==> src/sync_serial_consts.vh <==
/*
 * constants for the clock-synchronous serial unit: register offsets,
 * field positions, reset values and timing counts.
 * assumes a 100 MHz bus clock and 32-bit AXI4-Lite register access.
 */
// Functional notes
// - clock source 0 makes device master, 1 makes it external-clock slave
// - two divider source bits pick count source; 8-bit divider sets rate
// - handshake disable must be 1; handshake select then ignored
// - tx pin drive type bit selects push-pull or open-drain output
// - clock polarity and phase together give four sampling arrangements
// - transfers start only while transmit enable is 1
// - received data accepted only while receive enable is 1
// - readable flag shows transmit buffer empty
// - readable flag shows transmit shift register empty
// - readable flag shows a received byte is complete
// - tx interrupt source bit picks buffer empty or transmit complete
`ifndef SYNC_SERIAL_CONSTS_VH
`define SYNC_SERIAL_CONSTS_VH

// ****************************************************************
// register offsets
// ****************************************************************
`define OFS_MODE 8'h00
`define OFS_CTRL0 8'h04
`define OFS_CTRL1 8'h08
`define OFS_BAUD 8'h0C
`define OFS_TXDATA 8'h10
`define OFS_RXDATA 8'h14
`define OFS_SMA 8'h18
`define OFS_SMB 8'h1C
`define OFS_SMC 8'h20
`define OFS_SMD 8'h24

// ****************************************************************
// field positions
// ****************************************************************
`define MODE_SEL_LO 0
`define MODE_CLKSRC 3
`define MODE_INVERT 6
`define C0_DIVSRC_LO 0
`define C0_HSFUNC 2
`define C0_TXSHE 3
`define C0_HSDIS 4
`define C0_DRIVE 5
`define C0_POL 6
`define C0_ORDER 7
`define C1_TXEN 0
`define C1_TBE 1
`define C1_RXEN 2
`define C1_RXDONE 3
`define C1_IRQSRC 4
`define SMC_PHASE 1

// ****************************************************************
// values
// ****************************************************************
`define MODE_SYNC 3'b001
`define RST_MODE 8'h00
`define RST_CTRL0 8'h18
`define RST_CTRL1 8'h02
`define RESP_OKAY 2'b00
`define RESP_SLVERR 2'b10
`define BITS_PER_FRAME 4'h8

`endif

==> src/sync_serial.v <==
/*
 * clock-synchronous serial unit with AXI4-Lite register access.
 * assumes the peer drives the serial clock in slave mode; all input pins
 * come from outside and are synchronised on clk.
 */
`include "sync_serial_consts.vh"
`timescale 1ns/1ps
`default_nettype none
module sync_serial #(
  parameter DIV_W = 8
) (
  // clock and reset
  input wire clk,
  input wire rst_n,
  // axi4-lite write
  input wire [7:0] s_axi_awaddr,
  input wire s_axi_awvalid,
  output reg s_axi_awready,
  input wire [31:0] s_axi_wdata,
  input wire [3:0] s_axi_wstrb,
  input wire s_axi_wvalid,
  output reg s_axi_wready,
  output reg [1:0] s_axi_bresp,
  output reg s_axi_bvalid,
  input wire s_axi_bready,
  // axi4-lite read
  input wire [7:0] s_axi_araddr,
  input wire s_axi_arvalid,
  output reg s_axi_arready,
  output reg [31:0] s_axi_rdata,
  output reg [1:0] s_axi_rresp,
  output reg s_axi_rvalid,
  input wire s_axi_rready,
  // serial pins
  input wire [3:0] count_src_tick,
  input wire serial_clk_in,
  output reg serial_clk_out,
  output reg serial_clk_oe_n,
  input wire serial_rx_pin,
  output reg serial_tx_pin,
  output reg serial_tx_oe_n,
  // transmit interrupt request level
  output reg tx_irq_req
);

  // ****************************************************************
  // registers
  // ****************************************************************
  reg [7:0] serial_mode_reg_r;
  reg [7:0] control0_reg_r;
  reg [7:0] control1_reg_r;
  reg [DIV_W-1:0] baud_divider_r;
  reg [7:0] tx_buf_r;
  reg [7:0] rx_buf_r;
  reg [7:0] special_mode_reg_a_r;
  reg [7:0] special_mode_reg_b_r;
  reg [7:0] special_mode_reg_c_r;
  reg [7:0] special_mode_reg_d_r;
  reg tx_buf_empty_flag_r;
  reg tx_shift_empty_r;
  reg rx_done_flag_r;

  wire [2:0] serial_mode_sel = serial_mode_reg_r[`MODE_SEL_LO+2:`MODE_SEL_LO];
  wire clk_source_sel = serial_mode_reg_r[`MODE_CLKSRC];
  wire line_invert = serial_mode_reg_r[`MODE_INVERT];
  wire [1:0] divider_source_sel =
    control0_reg_r[`C0_DIVSRC_LO+1:`C0_DIVSRC_LO];
  wire handshake_disable = control0_reg_r[`C0_HSDIS];
  wire tx_pin_drive_type = control0_reg_r[`C0_DRIVE];
  wire clk_polarity = control0_reg_r[`C0_POL];
  wire bit_order_sel = control0_reg_r[`C0_ORDER];
  wire tx_enable = control1_reg_r[`C1_TXEN];
  wire rx_enable = control1_reg_r[`C1_RXEN];
  wire tx_irq_source = control1_reg_r[`C1_IRQSRC];
  wire clk_phase_sel = special_mode_reg_c_r[`SMC_PHASE];
  wire mode_on = (serial_mode_sel == `MODE_SYNC);

  // ****************************************************************
  // pin synchronisers
  // ****************************************************************
  reg [1:0] sclk_sync_r;
  reg [1:0] rx_sync_r;
  reg [1:0] tick_meta_r [0:3];
  reg [3:0] tick_sync_r;
  reg [3:0] tick_prev_r;
  genvar gi;
  generate
    for (gi = 0; gi < 4; gi = gi + 1) begin : g_tick
      always @(posedge clk or negedge rst_n) begin
        if (!rst_n) begin
          tick_meta_r[gi] <= 2'b00;
          tick_prev_r[gi] <= 1'b0;
        end else begin
          tick_meta_r[gi] <= {tick_meta_r[gi][0], count_src_tick[gi]};
          tick_prev_r[gi] <= tick_meta_r[gi][1];
        end
      end
      always @* tick_sync_r[gi] = tick_meta_r[gi][1] & ~tick_prev_r[gi];
    end
  endgenerate
  always @(posedge clk or negedge rst_n) begin
    if (!rst_n) begin
      sclk_sync_r <= 2'b00;
      rx_sync_r <= 2'b00;
    end else begin
      sclk_sync_r <= {sclk_sync_r[0], serial_clk_in};
      rx_sync_r <= {rx_sync_r[0], serial_rx_pin};
    end
  end

  // ****************************************************************
  // baud generator
  // ****************************************************************
  reg [DIV_W-1:0] div_cnt_r;
  reg int_clk_r;
  reg ext_prev_r;
  wire src_tick = tick_sync_r[divider_source_sel];
  wire div_wrap = src_tick && (div_cnt_r == {DIV_W{1'b0}});
  reg busy_r;
  always @(posedge clk or negedge rst_n) begin
    if (!rst_n) begin
      div_cnt_r <= {DIV_W{1'b0}};
      int_clk_r <= 1'b0;
      ext_prev_r <= 1'b0;
    end else begin
      ext_prev_r <= sclk_sync_r[1];
      if (!busy_r) begin
        div_cnt_r <= baud_divider_r;
        int_clk_r <= 1'b0;
      end else if (src_tick) begin
        if (div_wrap) begin
          div_cnt_r <= baud_divider_r;
          int_clk_r <= ~int_clk_r;
        end else begin
          div_cnt_r <= div_cnt_r - 1'b1;
        end
      end
    end
  end
  // master edges from divider, slave edges from peer clock
  wire int_rise = div_wrap && !int_clk_r && busy_r;
  wire int_fall = div_wrap && int_clk_r && busy_r;
  wire ext_rise = sclk_sync_r[1] && !ext_prev_r;
  wire ext_fall = !sclk_sync_r[1] && ext_prev_r;
  wire lead = clk_source_sel ? (ext_rise ^ (ext_rise|ext_fall) & clk_polarity)
                             : (int_rise ^ (int_rise|int_fall) & clk_polarity);
  wire any_edge = clk_source_sel ? (ext_rise | ext_fall)
                                 : (int_rise | int_fall);
  wire lead_edge = any_edge & lead;
  wire trail_edge = any_edge & ~lead;
  // phase 0 samples on leading edge, phase 1 on trailing
  wire sample_edge = clk_phase_sel ? trail_edge : lead_edge;
  wire shift_edge = clk_phase_sel ? lead_edge : trail_edge;

  // ****************************************************************
  // shifter
  // ****************************************************************
  reg [7:0] tx_sh_r;
  reg [7:0] rx_sh_r;
  reg [3:0] bit_cnt_r;
  reg first_r;
  wire start = mode_on && tx_enable && !busy_r && !tx_buf_empty_flag_r;
  wire rx_bit = rx_sync_r[1] ^ line_invert;
  wire frame_end = busy_r && sample_edge && (bit_cnt_r == `BITS_PER_FRAME - 1);
  wire tx_bit = (bit_order_sel ? tx_sh_r[7] : tx_sh_r[0]) ^ line_invert;
  wire tx_pin_nxt = (busy_r && (first_r || shift_edge)) ? tx_bit
                                                        : serial_tx_pin;
  always @(posedge clk or negedge rst_n) begin
    if (!rst_n) begin
      tx_sh_r <= 8'h00;
      rx_sh_r <= 8'h00;
      bit_cnt_r <= 4'h0;
      busy_r <= 1'b0;
      first_r <= 1'b0;
      serial_tx_pin <= 1'b1;
    end else begin
      if (start) begin
        tx_sh_r <= tx_buf_r;
        busy_r <= 1'b1;
        bit_cnt_r <= 4'h0;
        first_r <= ~clk_phase_sel;
      end else if (busy_r) begin
        if (first_r) begin
          serial_tx_pin <= tx_bit;
          first_r <= 1'b0;
        end else if (shift_edge) begin
          serial_tx_pin <= tx_bit;
        end
        if (sample_edge) begin
          rx_sh_r <= bit_order_sel ? {rx_sh_r[6:0], rx_bit}
                                   : {rx_bit, rx_sh_r[7:1]};
          tx_sh_r <= bit_order_sel ? {tx_sh_r[6:0], 1'b0}
                                   : {1'b0, tx_sh_r[7:1]};
          bit_cnt_r <= bit_cnt_r + 1'b1;
          if (frame_end) busy_r <= 1'b0;
        end
      end
    end
  end

  // ****************************************************************
  // pin drivers
  // ****************************************************************
  always @(posedge clk or negedge rst_n) begin
    if (!rst_n) begin
      serial_clk_out <= 1'b0;
      serial_clk_oe_n <= 1'b1;
      serial_tx_oe_n <= 1'b1;
    end else begin
      serial_clk_out <= int_clk_r ^ clk_polarity;
      serial_clk_oe_n <= ~(mode_on & ~clk_source_sel);
      // open-drain releases the pin on a one
      serial_tx_oe_n <= ~mode_on | (tx_pin_drive_type & tx_pin_nxt);
    end
  end

  // ****************************************************************
  // bus slave
  // ****************************************************************
  reg [7:0] aw_r;
  reg [31:0] w_r;
  reg [3:0] ws_r;
  reg aw_ok_r;
  reg w_ok_r;
  wire do_wr = aw_ok_r && w_ok_r && !s_axi_bvalid;
  wire wr_tx = do_wr && aw_r == `OFS_TXDATA && ws_r[0];
  wire wr_c1 = do_wr && aw_r == `OFS_CTRL1 && ws_r[0];
  wire rd_rx = s_axi_arvalid && s_axi_arready && s_axi_araddr == `OFS_RXDATA;
  reg hit;
  always @* begin
    case (aw_r)
      `OFS_MODE, `OFS_CTRL0, `OFS_CTRL1, `OFS_BAUD, `OFS_TXDATA,
      `OFS_SMA, `OFS_SMB, `OFS_SMC, `OFS_SMD: hit = 1'b1;
      default: hit = 1'b0;
    endcase
  end
  always @(posedge clk or negedge rst_n) begin
    if (!rst_n) begin
      s_axi_awready <= 1'b1;
      s_axi_wready <= 1'b1;
      s_axi_bvalid <= 1'b0;
      s_axi_bresp <= `RESP_OKAY;
      aw_ok_r <= 1'b0;
      w_ok_r <= 1'b0;
      aw_r <= 8'h00;
      w_r <= 32'h0000_0000;
      ws_r <= 4'h0;
      serial_mode_reg_r <= `RST_MODE;
      control0_reg_r <= `RST_CTRL0;
      control1_reg_r <= 8'h00;
      baud_divider_r <= {DIV_W{1'b0}};
      tx_buf_r <= 8'h00;
      special_mode_reg_a_r <= 8'h00;
      special_mode_reg_b_r <= 8'h00;
      special_mode_reg_c_r <= 8'h00;
      special_mode_reg_d_r <= 8'h00;
    end else begin
      if (s_axi_awvalid && s_axi_awready) begin
        aw_r <= s_axi_awaddr;
        aw_ok_r <= 1'b1;
        s_axi_awready <= 1'b0;
      end
      if (s_axi_wvalid && s_axi_wready) begin
        w_r <= s_axi_wdata;
        ws_r <= s_axi_wstrb;
        w_ok_r <= 1'b1;
        s_axi_wready <= 1'b0;
      end
      if (do_wr) begin
        aw_ok_r <= 1'b0;
        w_ok_r <= 1'b0;
        s_axi_bvalid <= 1'b1;
        s_axi_bresp <= hit ? `RESP_OKAY : `RESP_SLVERR;
        if (ws_r[0]) begin
          case (aw_r)
            `OFS_MODE: serial_mode_reg_r <= w_r[7:0];
            // tx shift empty is read only; handshake disable forced
            `OFS_CTRL0: control0_reg_r <= {w_r[7:5], 1'b1, 1'b0, w_r[2:0]};
            `OFS_CTRL1: control1_reg_r <= w_r[7:0];
            `OFS_BAUD: baud_divider_r <= w_r[DIV_W-1:0];
            `OFS_TXDATA: tx_buf_r <= w_r[7:0];
            `OFS_SMA: special_mode_reg_a_r <= w_r[7:0];
            `OFS_SMB: special_mode_reg_b_r <= w_r[7:0];
            `OFS_SMC: special_mode_reg_c_r <= w_r[7:0];
            `OFS_SMD: special_mode_reg_d_r <= w_r[7:0];
            default: ;
          endcase
        end
      end
      if (s_axi_bvalid && s_axi_bready) begin
        s_axi_bvalid <= 1'b0;
        s_axi_awready <= 1'b1;
        s_axi_wready <= 1'b1;
      end
    end
  end

  // ****************************************************************
  // status flags; rx done hardware set wins over software clear, but a tx data write wins over the buffer-empty set on start
  // ****************************************************************
  wire rx_take = frame_end && rx_enable && mode_on;
  always @(posedge clk or negedge rst_n) begin
    if (!rst_n) begin
      tx_buf_empty_flag_r <= 1'b1;
      tx_shift_empty_r <= 1'b1;
      rx_done_flag_r <= 1'b0;
      rx_buf_r <= 8'h00;
      tx_irq_req <= 1'b0;
    end else begin
      if (wr_tx) tx_buf_empty_flag_r <= 1'b0;
      else if (start) tx_buf_empty_flag_r <= 1'b1;
      tx_shift_empty_r <= ~busy_r & ~start;
      if (rx_take) begin
        rx_done_flag_r <= 1'b1;
        rx_buf_r <= bit_order_sel ? {rx_sh_r[6:0], rx_bit}
                                  : {rx_bit, rx_sh_r[7:1]};
      end else if (rd_rx || (wr_c1 && !w_r[`C1_RXDONE])) begin
        rx_done_flag_r <= 1'b0;
      end
      tx_irq_req <= mode_on && tx_enable && (tx_irq_source ?
        (tx_shift_empty_r & tx_buf_empty_flag_r) : tx_buf_empty_flag_r);
    end
  end

  // ****************************************************************
  // read channel
  // ****************************************************************
  reg [7:0] rd_val;
  reg rd_hit;
  always @* begin
    rd_hit = 1'b1;
    case (s_axi_araddr)
      `OFS_MODE: rd_val = serial_mode_reg_r;
      `OFS_CTRL0: rd_val = {control0_reg_r[7:4], tx_shift_empty_r,
                            control0_reg_r[2:0]};
      `OFS_CTRL1: rd_val = {control1_reg_r[7:4], rx_done_flag_r,
                            control1_reg_r[2], tx_buf_empty_flag_r,
                            control1_reg_r[0]};
      `OFS_BAUD: rd_val = baud_divider_r;
      `OFS_TXDATA: rd_val = tx_buf_r;
      `OFS_RXDATA: rd_val = rx_buf_r;
      `OFS_SMA: rd_val = special_mode_reg_a_r;
      `OFS_SMB: rd_val = special_mode_reg_b_r;
      `OFS_SMC: rd_val = special_mode_reg_c_r;
      `OFS_SMD: rd_val = special_mode_reg_d_r;
      default: begin
        rd_val = 8'h00;
        rd_hit = 1'b0;
      end
    endcase
  end
  always @(posedge clk or negedge rst_n) begin
    if (!rst_n) begin
      s_axi_arready <= 1'b1;
      s_axi_rvalid <= 1'b0;
      s_axi_rdata <= 32'h0000_0000;
      s_axi_rresp <= `RESP_OKAY;
    end else begin
      if (s_axi_arvalid && s_axi_arready) begin
        s_axi_arready <= 1'b0;
        s_axi_rvalid <= 1'b1;
        s_axi_rdata <= {24'h00_0000, rd_val};
        s_axi_rresp <= rd_hit ? `RESP_OKAY : `RESP_SLVERR;
      end else if (s_axi_rvalid && s_axi_rready) begin
        s_axi_rvalid <= 1'b0;
        s_axi_arready <= 1'b1;
      end
    end
  end

endmodule
`default_nettype wire

==> config.mk <==
export PLATFORM = sky130hd
export DESIGN_NAME = sync_serial
export DESIGN_NICKNAME = d
export VERILOG_FILES = /design/src/sync_serial.v
export VERILOG_INCLUDE_DIRS = /design/src
export SDC_FILE = /design/constraint.sdc
export NUM_CORES = 1
export LEC_CHECK = 0
export BUFFER_PORTS_ARGS = -buffer_cell sky130_fd_sc_hd__buf_2
export CAP_MARGIN = 10
export CORE_MARGIN = 5
export CORE_UTILIZATION = 30
export CTS_CLUSTER_DIAMETER = 120
export DETAILED_ROUTE_END_ITERATION = 6
export GPL_TIMING_DRIVEN = 0
export SLEW_MARGIN = 15
export SYNTH_ARGS = -nofsm -noshare
export SYNTH_HDL_FRONTEND = slang
export SYNTH_SLANG_ARGS = --single-unit
==> constraint.sdc <==
create_clock -name clk -period 5.7 [get_ports clk]
set_clock_uncertainty 0.15 [all_clocks]
set_input_delay 0.57 -clock clk [delete_from_list [all_inputs] [get_ports clk]]
set_output_delay 0.57 -clock clk [all_outputs]
set_load 0.01 [all_outputs]
# Word-level counts from Yosys, hierarchy flattened
# Cells that the tools add are included.
[word_totals]
ff_bits = 171
input_bits = 65
output_inout_bits = 46
word_cells = 226
[classes]
addsub = 2
n_lt_le_gt_ge = 1
eq_ne = 21
n_mux = 54
bitwise = 32
reduce_logical = 67
[ops]
columns = ["operator", "count"]
rows = [
  ["8-bit case mux with 10 select lines", 1],
  ["8-bit 2-to-1 mux", 8],
  ["8-bit by 5-bit equality test with 1-bit output, second input constant", 7],
  ["1-bit 2-to-1 mux", 39],
  ["3-bit AND reduction", 11],
  ["8-bit by 4-bit equality test with 1-bit output, second input constant", 4],
  ["8-bit by 6-bit equality test with 1-bit output, second input constant", 4],
  ["1-bit logical AND", 29],
  ["8-bit zero test", 3],
  ["2-bit nonzero test", 11],
  ["8-bit by 3-bit equality test with 1-bit output, second input constant", 2],
  ["1-bit AND", 12],
  ["4-bit 2-to-1 mux", 3],
  ["1-bit NOT", 12],
  ["10-bit OR reduction", 1],
  ["9-bit OR reduction", 1],
  ["8-bit by 1-bit subtractor with 8-bit output, second input constant", 1],
  ["1-bit zero test", 7],
  ["1-bit bitwise XOR", 5],
  ["4-bit by 1-bit adder with 4-bit output, second input constant", 1],
  ["4-bit by 3-bit equality test with 1-bit output, second input constant", 1],
  ["2-bit 2-to-1 mux", 2],
  ["2-bit != test, second input constant", 2],
  ["2-bit AND reduction", 2],
  ["5 further kinds", 8],
]

# Depth between registers and ports, before layout
# Gate-level depths: netlist of the first run.
[logic_depth]
word_depth = 20
depth_mapped = 10
ltp_nobuf = 8

# Worst setup path after synthesis of the first run
# Ideal clock, no wire load.
[synth_timing]
kind = "register -> register"
from = "register sclk_sync_r[1]"
to = "register rx_buf_r[0]"
setup_ns = 0.125
arrival_ns = 2.358
required_ns = 5.425
path_slack_ns = 3.067
path_stages_with_launch = 10
n_path_buf = 2
synth_period_minus_slack_ns = 2.633
path_cell_list = "dfrtp_1 -> ha_1 -> nor3b_1 -> o21a_1 -> nor3_1 -> or4_1 -> buf_2 -> or2_1 -> buf_6 -> mux2_4"
[synth_between]
elab_chain_len = 13
elab_cells_between_ends = 16
classes_between = "mux: 3; bitwise: 6; reduce/logical: 7"
[synth_lines]
columns = ["element", "line_no", "source"]
rows = [
  ["from (decl)", "sync_serial.v:81", "reg [1:0] sclk_sync_r;"],
  ["from (signal assigned)", "sync_serial.v:106", "sclk_sync_r <= {sclk_sync_r[0], serial_clk_in};"],
  ["1-bit zero test", "sync_serial.v:144", "wire ext_fall = !sclk_sync_r[1] && ext_prev_r;"],
  ["1-bit logical AND", "sync_serial.v:144", ""],
  ["1-bit OR", "sync_serial.v:145, sync_serial.v:147", ""],
  ["1-bit AND", "sync_serial.v:145", "wire lead = clk_source_sel ? (ext_rise ^ (ext_rise|ext_fall) & clk_polarity)"],
  ["1-bit bitwise XOR", "sync_serial.v:145", ""],
  ["1-bit 2-to-1 mux", "sync_serial.v:145", ""],
  ["1-bit NOT", "sync_serial.v:150", "wire trail_edge = any_edge & ~lead;"],
  ["1-bit AND", "sync_serial.v:150", ""],
  ["1-bit 2-to-1 mux *", "sync_serial.v:152", "wire sample_edge = clk_phase_sel ? trail_edge : lead_edge;"],
  ["1-bit logical AND * (2 in series)", "sync_serial.v:164", "wire frame_end = busy_r && sample_edge && (bit_cnt_r == `BITS_PER_FRAME - 1);"],
  ["1-bit logical AND * (2 in series)", "sync_serial.v:301", "wire rx_take = frame_end && rx_enable && mode_on;"],
  ["to (signal assigned)", "sync_serial.v:315", "rx_buf_r <= bit_order_sel ? {rx_sh_r[6:0], rx_bit}"],
  ["to (decl)", "sync_serial.v:54", "reg [7:0] rx_buf_r;"],
]
# Mark *: on every way between the ends. The rest lies on a longest branch, timed or not.
# A chain may end at the register's enable or synchronous reset.

# Worst setup path after layout of the first run
[layout_timing]
from = "register control0_reg_r[1]"
to = "register tx_sh_r[6]"
[layout_between]
elab_chain_len = 14
elab_cells_between_ends = 18
classes_between = "mux: 5; bitwise: 6; reduce/logical: 7"
[layout_lines]
columns = ["element", "line_no", "source"]
rows = [
  ["from (decl)", "sync_serial.v:50", "reg [7:0] control0_reg_r;"],
  ["from (signal assigned)", "sync_serial.v:249", "control0_reg_r <= `RST_CTRL0;"],
  ["from (signal assigned)", "sync_serial.v:278", "`OFS_CTRL0: control0_reg_r <= {w_r[7:5], 1'b1, 1'b0, w_r[2:0]};"],
  ["1-bit binary-select mux with 2-bit select *", "sync_serial.v:117", "wire src_tick = tick_sync_r[divider_source_sel];"],
  ["1-bit 2-to-1 mux (not written as such) *", "sync_serial.v:117", ""],
  ["1-bit logical AND *", "sync_serial.v:118", "wire div_wrap = src_tick && (div_cnt_r == {DIV_W{1'b0}});"],
  ["1-bit logical AND (on tied branches) (2 in series)", "sync_serial.v:141, sync_serial.v:142", ""],
  ["1-bit OR", "sync_serial.v:146, sync_serial.v:148", ""],
  ["1-bit AND", "sync_serial.v:146", ": (int_rise ^ (int_rise|int_fall) & clk_polarity);"],
  ["1-bit bitwise XOR", "sync_serial.v:146", ""],
  ["1-bit 2-to-1 mux", "sync_serial.v:145", ""],
  ["1-bit NOT", "sync_serial.v:150", ""],
  ["1-bit AND", "sync_serial.v:150", ""],
  ["1-bit 2-to-1 mux *", "sync_serial.v:152", ""],
  ["2-bit nonzero test (no line) *", "n/a", ""],
  ["2-bit AND reduction (no line) *", "n/a", ""],
  ["to (signal assigned)", "sync_serial.v:178", "tx_sh_r <= tx_buf_r;"],
  ["to (signal assigned)", "sync_serial.v:192", "tx_sh_r <= bit_order_sel ? {tx_sh_r[6:0], 1'b0}"],
  ["to (decl)", "sync_serial.v:158", "reg [7:0] tx_sh_r;"],
]
# Mark *: on every way between the ends. The rest lies on a longest branch, timed or not. The select of a mux whose other input is x is not followed.

==> results of run 1 <==
-- cell usage in the layout, fill, tap and decap left out, drive strengths merged, types with 8 or more instances in the layout --
master / netlist / layout
mux2i: 17 / 17
conb: 1 / 26
a221o: 9 / 9
nor2: 38 / 38
nand3: 17 / 17
clkbuf: 19 / 41
mux2: 114 / 114
dfrtp: 158 / 158
o21ai: 35 / 35
dfstp: 8 / 8
buf: 38 / 95
a21oi: 26 / 26
nor3: 19 / 19
nand2: 32 / 32
inv: 14 / 14
-- final timing paths --
check,slack (ns),end,start
max in group asynchronous,3.96,serial_tx_pin,rst_n
min reg2reg,0.20,rx_sync_r[1],rx_sync_r[0]
max,2.61,tx_sh_r[6],control0_reg_r[1]
min in group asynchronous,0.54,s_axi_bvalid,rst_n
max reg2reg,2.61,tx_sh_r[6],control0_reg_r[1]
min,0.09,tick_meta_r[6],count_src_tick[0]
-- cell type report --
class / instances / area [um^2] / area share
inverters: 15 / 56.3 / 0.00617
multi-input cells: 429 / 3280 / 0.359
clock buffers: 22 / 454 / 0.0498
plain buffers: 57 / 323 / 0.0354
flip-flops and latches: 166 / 4160 / 0.457
clock inverters: 9 / 104 / 0.0114
diodes: 1 / 2.50 / 0.000274
well taps: 330 / 413 / 0.0453
repair buffers: 58 / 328 / 0.0359
-- power groups by stage --
stage,Combinational (mW),Clock [mW],Sequential [mW]
2_1_floorplan,0.354,0,1.45
3_3_place_gp,0.534,0,1.49
3_5_place_dp,0.547,0,1.49
4_1_cts,0.549,1.14,1.47
5_1_grt,0.604,1.19,1.49
6_report,0.542,1.12,1.47
-- worst max-delay path: stages, from the launching register on --
cell and delay (ns):
dfrtp_1 0.44, and4bb_2 0.27, nor4_2 0.84, o31a_1 0.22, or4_1 0.10, buf_2 0.23, clkbuf_1 0.35, nor2_1 0.10
a221o_1 0.27
-- per-layer routing --
metal  track usage  routed length [um]  vias to the layer above
li1              -                   -                     2487
met1         0.202                9470                     2675
met2         0.197                8360                      179
met3        0.0413                1510                       24
met4        0.0361                 259                        4
met5             0                  21                        -
-- cell usage after synthesis (all sizes together) (4+ instances only) --
cell type and instances:
mux2 114, a21oi 26, dfstp 8, a211oi 4, a32oi 4, buf 38, nor4 5, nand3 17
o22ai 4, nand2 32, ha 4, clkbuf 19, nor3b 6, mux2i 17, mux4 5, a31oi 5
a221o 9, nor2 38, nand2b 5, dfrtp 158, a22oi 6, or3 6, inv 14, o21ai 35
nor2b 6, nor3 19
-- timing repair --
action                                 CTS  global route
hold buffers                             1             0
buffers inserted                         0             0
endpoints found under the hold margin   64             0
-- logic make-up after synthesis --
| kind of cell | after synthesis | synth area share |
|---|---|---|
| other | 1 | 0.000486 |
| XOR/XNOR | 3 | 0.00340 |
| flip-flops | 166 | 0.539 |
| adder cells (fa/ha/maj) | 4 | 0.00648 |
| buffers and inverters | 72 | 0.0491 |
| AND/OR/NAND/NOR | 150 | 0.103 |
| multiplexers | 136 | 0.207 |
| AO/OA/AOI/OAI | 110 | 0.0912 |
==> flow_summary.json, run 1 <==
{
  "status": "finished, final reports clean",
  "root_buffer": "clkbuf_16",
  "setup_ws_ns": 2.61,
  "cts_htree_levels": 4,
  "fmax_ghz": 0.324,
  "ys_seq_area_frac": 0.539,
  "grt_pass1_vias": 5337,
  "path_clk_slew_ns": 0.06,
  "viasPerCell": 4.94,
  "route.detailed.drc": 0,
  "die_w_um": 170,
  "gp_congestion": 0.947,
  "p_clk_frac": 0.358,
  "dp_cells": 1054,
  "coreArea_mm2": 0.0253,
  "drt-pass1-iter-count": 5,
  "final_core_util": 0.361,
  "ir_worst_vdd_mv": 0.191,
  "ys_warn_count": 0,
  "drv_cap": 0,
  "finalInstanceArea_mm2": 0.00912,
  "drtAntennaViolNets": 0,
  "wl_per_cell_um": 18.1,
  "internal-power_mw": 2.22,
  "yosys.area.top_type_share": 0.512,
  "arrival_ns": 3.25,
  "core.rowCount": 58,
  "io_buffer_count": 56,
  "power.density_mw_per_mm2": 344,
  "hold_violations": 0,
  "slew_headroom": 0.335,
  "grt_pass1_wl_um": 30800,
  "ioPinCount": 111,
  "clk_latency_ns": 0.43,
  "via_count": 5369,
  "leakagePower_nw": 4.23,
  "tightest_slew_ns": 0.990,
  "netlist_instances": 642,
  "cts_tree": "done",
  "required_ns": 5.86,
  "fillers": 2507,
  "grt_max_degree": 94,
  "finalCritPeriodShare": 0.542,
  "dr.first_iter.drc_count": 399,
  "p_sw_frac": 0.292,
  "synth_top_cell_by_area": "dfrtp_1",
  "setup_viol": 0,
  "finalSetupTns_ns": 0,
  "synth_area_mm2": 0.00772,
  "ctsResizeCount": 0,
  "endpoint_kind": "flop",
  "hpwl_um": 14200,
  "final_cells": 1087,
  "crit_fanout": 10,
  "cts.path.max_buffers": 2,
  "p_seq_frac": 0.470,
  "synth_area_leaders": "dfrtp_1 51%, mux2_2 15%, dfstp_2 2.7%",
  "synth_edf_count": 0,
  "synthFlopType": "dfrtp_1",
  "area_growth_pct": 18.1,
  "syn_avg_cell_area_um2": 12.0,
  "initial_core_util": 0.306,
  "place_ws_ns": 2.60,
  "startpoint_type": "flop",
  "fin_crit_ns": 3.09,
  "ys_ff_latch": 166,
  "finalPower_mw": 3.13,
  "die_h_um": 170,
  "hold_ws_ns": 0.0933,
  "async_reset_ff_frac": 1.00,
  "post_dp_cell_area_mm2": 0.00855,
  "totalWireLength_um": 19600,
  "worstSetupPathType": "reg2reg",
  "layout.nets": 813,
  "grt_antenna_before_repair": 3,
  "hold_depth": 1,
  "p_sw_mw": 0.915,
  "layout-drive-gt1-share": 0.336,
  "synth_cell_type_count": 62,
  "r2r_cells": 8,
  "clock_sinks": 166,
  "gr-total-overflow": 0,
  "grt_usage": 0.137,
  "hold_path_class": "in2reg",
  "rsz0062_at_grt": "no",
  "drv_slew": 0,
  "p_comb_frac": 0.173,
  "cts_buffers": 17,
  "dieArea_mm2": 0.0290
}
Note: power is estimated with default switching activity, not from simulation.
==> inputs of run 2 (changes only) <==
==> constraint.sdc (replaced) <==
create_clock -name clk -period 2.7 [get_ports clk]
set_clock_uncertainty 0.15 [all_clocks]
set_input_delay 0.27 -clock clk [delete_from_list [all_inputs] [get_ports clk]]
set_output_delay 0.27 -clock clk [all_outputs]
set_load 0.01 [all_outputs]
==> run 2 against run 1 <==
  * The flow now finishes with violations (negative setup slack)
  * Sequential share of layout area decreased by 2.2 points
  * Combinational power increased by 130%
  * Utilization increased by 1.8 points
  * Non-clock buffer count increased by 35
  * Cell count increased by 3.2%
  * Maximum frequency increased by 14%
  * Cell area increased by 5.1%
  * Via count increased by 2.7%
==> flow_summary.json, run 2 (same netlist as run 1, synthesis figures left out) <==
{
  "hold_violations": 0,
  "post_dp_cell_area_mm2": 0.00855,
  "finalInstanceArea_mm2": 0.00959,
  "required_ns": 2.87,
  "dr.first_iter.drc_count": 403,
  "grt_max_degree": 94,
  "hold_ws_ns": 0.201,
  "cts_tree": "done",
  "path_clk_slew_ns": 0.06,
  "endpoint_kind": "flop",
  "grt_pass1_wl_um": 31500,
  "arrival_ns": 2.89,
  "reg2reg_slack_ns": -0.01,
  "finalCritPeriodShare": 1.01,
  "totalWireLength_um": 20100,
  "fin_crit_ns": 2.71,
  "viasPerCell": 4.92,
  "finalSetupTns_ns": -0.0649,
  "setup_viol": 7,
  "clk_latency_ns": 0.43,
  "crit_fanout": 6,
  "hpwl_um": 14200,
  "grt_usage": 0.140,
  "io_buffer_count": 56,
  "grt_antenna_before_repair": 3,
  "worstSetupPathType": "reg2reg",
  "slew_headroom": 0.485,
  "startpoint_type": "flop",
  "drtAntennaViolNets": 0,
  "setup_ws_ns": -0.0149,
  "r2r-start": "div_cnt_r[2]",
  "route.detailed.drc": 0,
  "final_cell_mix": "155 x dfrtp_1, 106 x mux2_2, 56 x buf_2, 34 x o21ai_0, 34 x nor2_1",
  "wl_per_cell_um": 17.9,
  "die_w_um": 170,
  "gr-total-overflow": 0,
  "cts_htree_levels": 4,
  "coreArea_mm2": 0.0253,
  "hold_path_class": "reg2reg",
  "fmax_ghz": 0.368,
  "leakagePower_nw": 4.42,
  "via_count": 5515,
  "cts_buffers": 17,
  "rsz0062_at_grt": "yes",
  "grt_pass1_vias": 5496,
  "drv_cap": 0,
  "critPathLaunch": "div_cnt_r[2]",
  "dieArea_mm2": 0.0290,
  "mostFrequentLayoutCell": "dfrtp_1",
  "gp_congestion": 0.947,
  "layout.nets": 848,
  "cts.path.max_buffers": 2,
  "layout-drive-gt1-share": 0.348,
  "min_from": "rx_sync_r[0]",
  "drt-pass1-iter-count": 5,
  "power.density_mw_per_mm2": 703,
  "die_h_um": 170,
  "ioPinCount": 111,
  "tightest_slew_ns": 0.768,
  "area_growth_pct": 24.1,
  "drv_slew": 0,
  "core.rowCount": 58,
  "clock_sinks": 166,
  "violations": "negative setup slack",
  "initial_core_util": 0.306,
  "status": "complete, but fails checks",
  "ir_worst_vdd_mv": 0.408,
  "place_ws_ns": -0.391,
  "final_core_util": 0.380,
  "root_buffer": "clkbuf_16"
}
==> run 2: cell count changes in the layout (fill, tap and decap cells not counted), sizes merged <==
cell,before,now
dlygate4sd3,1,30
clkbuf,41,39
buf,95,103
==> run 2: layer usage <==
| layer | track usage | vias up | routed length (um) |
|---|---|---|---|
| met2 | 0.203 | 176 | 8710 |
| li1 | - | 2558 | - |
| met3 | 0.0397 | 32 | 1440 |
| met5 | 0 | - | 21 |
| met4 | 0.0361 | 4 | 317 |
| met1 | 0.205 | 2745 | 9600 |
==> run 2: where the power goes <==
part | internal [mW] | switching, mW
clock network | 1.38 | 1.00
logic | 0.554 | 0.697
registers | 2.82 | 0.283
==> run 2: final timing paths <==
check	to	cells past startpoint
max	rx_buf_r[2]	7
max in group asynchronous	div_cnt_r[2]	3
max reg2reg	rx_buf_r[2]	7
min	rx_sync_r[1]	0
min reg2reg	rx_sync_r[1]	0
min in group asynchronous	s_axi_bvalid	2
==> run 2: stage by stage <==
step                instances  total power [mW]
floorplan                 667              3.80
global placement         1053              4.27
detailed placement       1054              4.30
CTS                      1121              6.75
global route             1122              7.06
finish                   1122              6.74
==> run 2: repair_timing <==
item,in CTS,in global routing
endpoints found under the setup margin,77,65
endpoints found under the hold margin,101,0
resized for setup,12,15
cloned,0,1
pin swaps,3,6
setup buffers,7,2
hold buffers,30,0
==> run 2: layout make-up <==
class / instances / area, um^2
diodes: 1 / 2.50
plain buffers: 53 / 309
clock buffers: 22 / 454
clock inverters: 9 / 104
fillers: 2481 / 15700
inverters: 15 / 56.3
multi-input cells: 429 / 3360
flip-flops and latches: 166 / 4170
well taps: 330 / 413
repair buffers: 97 / 722
==> run 2: critical path, stage by stage, from the launching register on <==
cell and delay [ns]:
dfrtp_2 0.46, nor4_4 0.34, nand3_2 0.16, o31a_1 0.32, or4_4 0.46, or2_4 0.28
buf_8 0.15, mux2_4 0.29
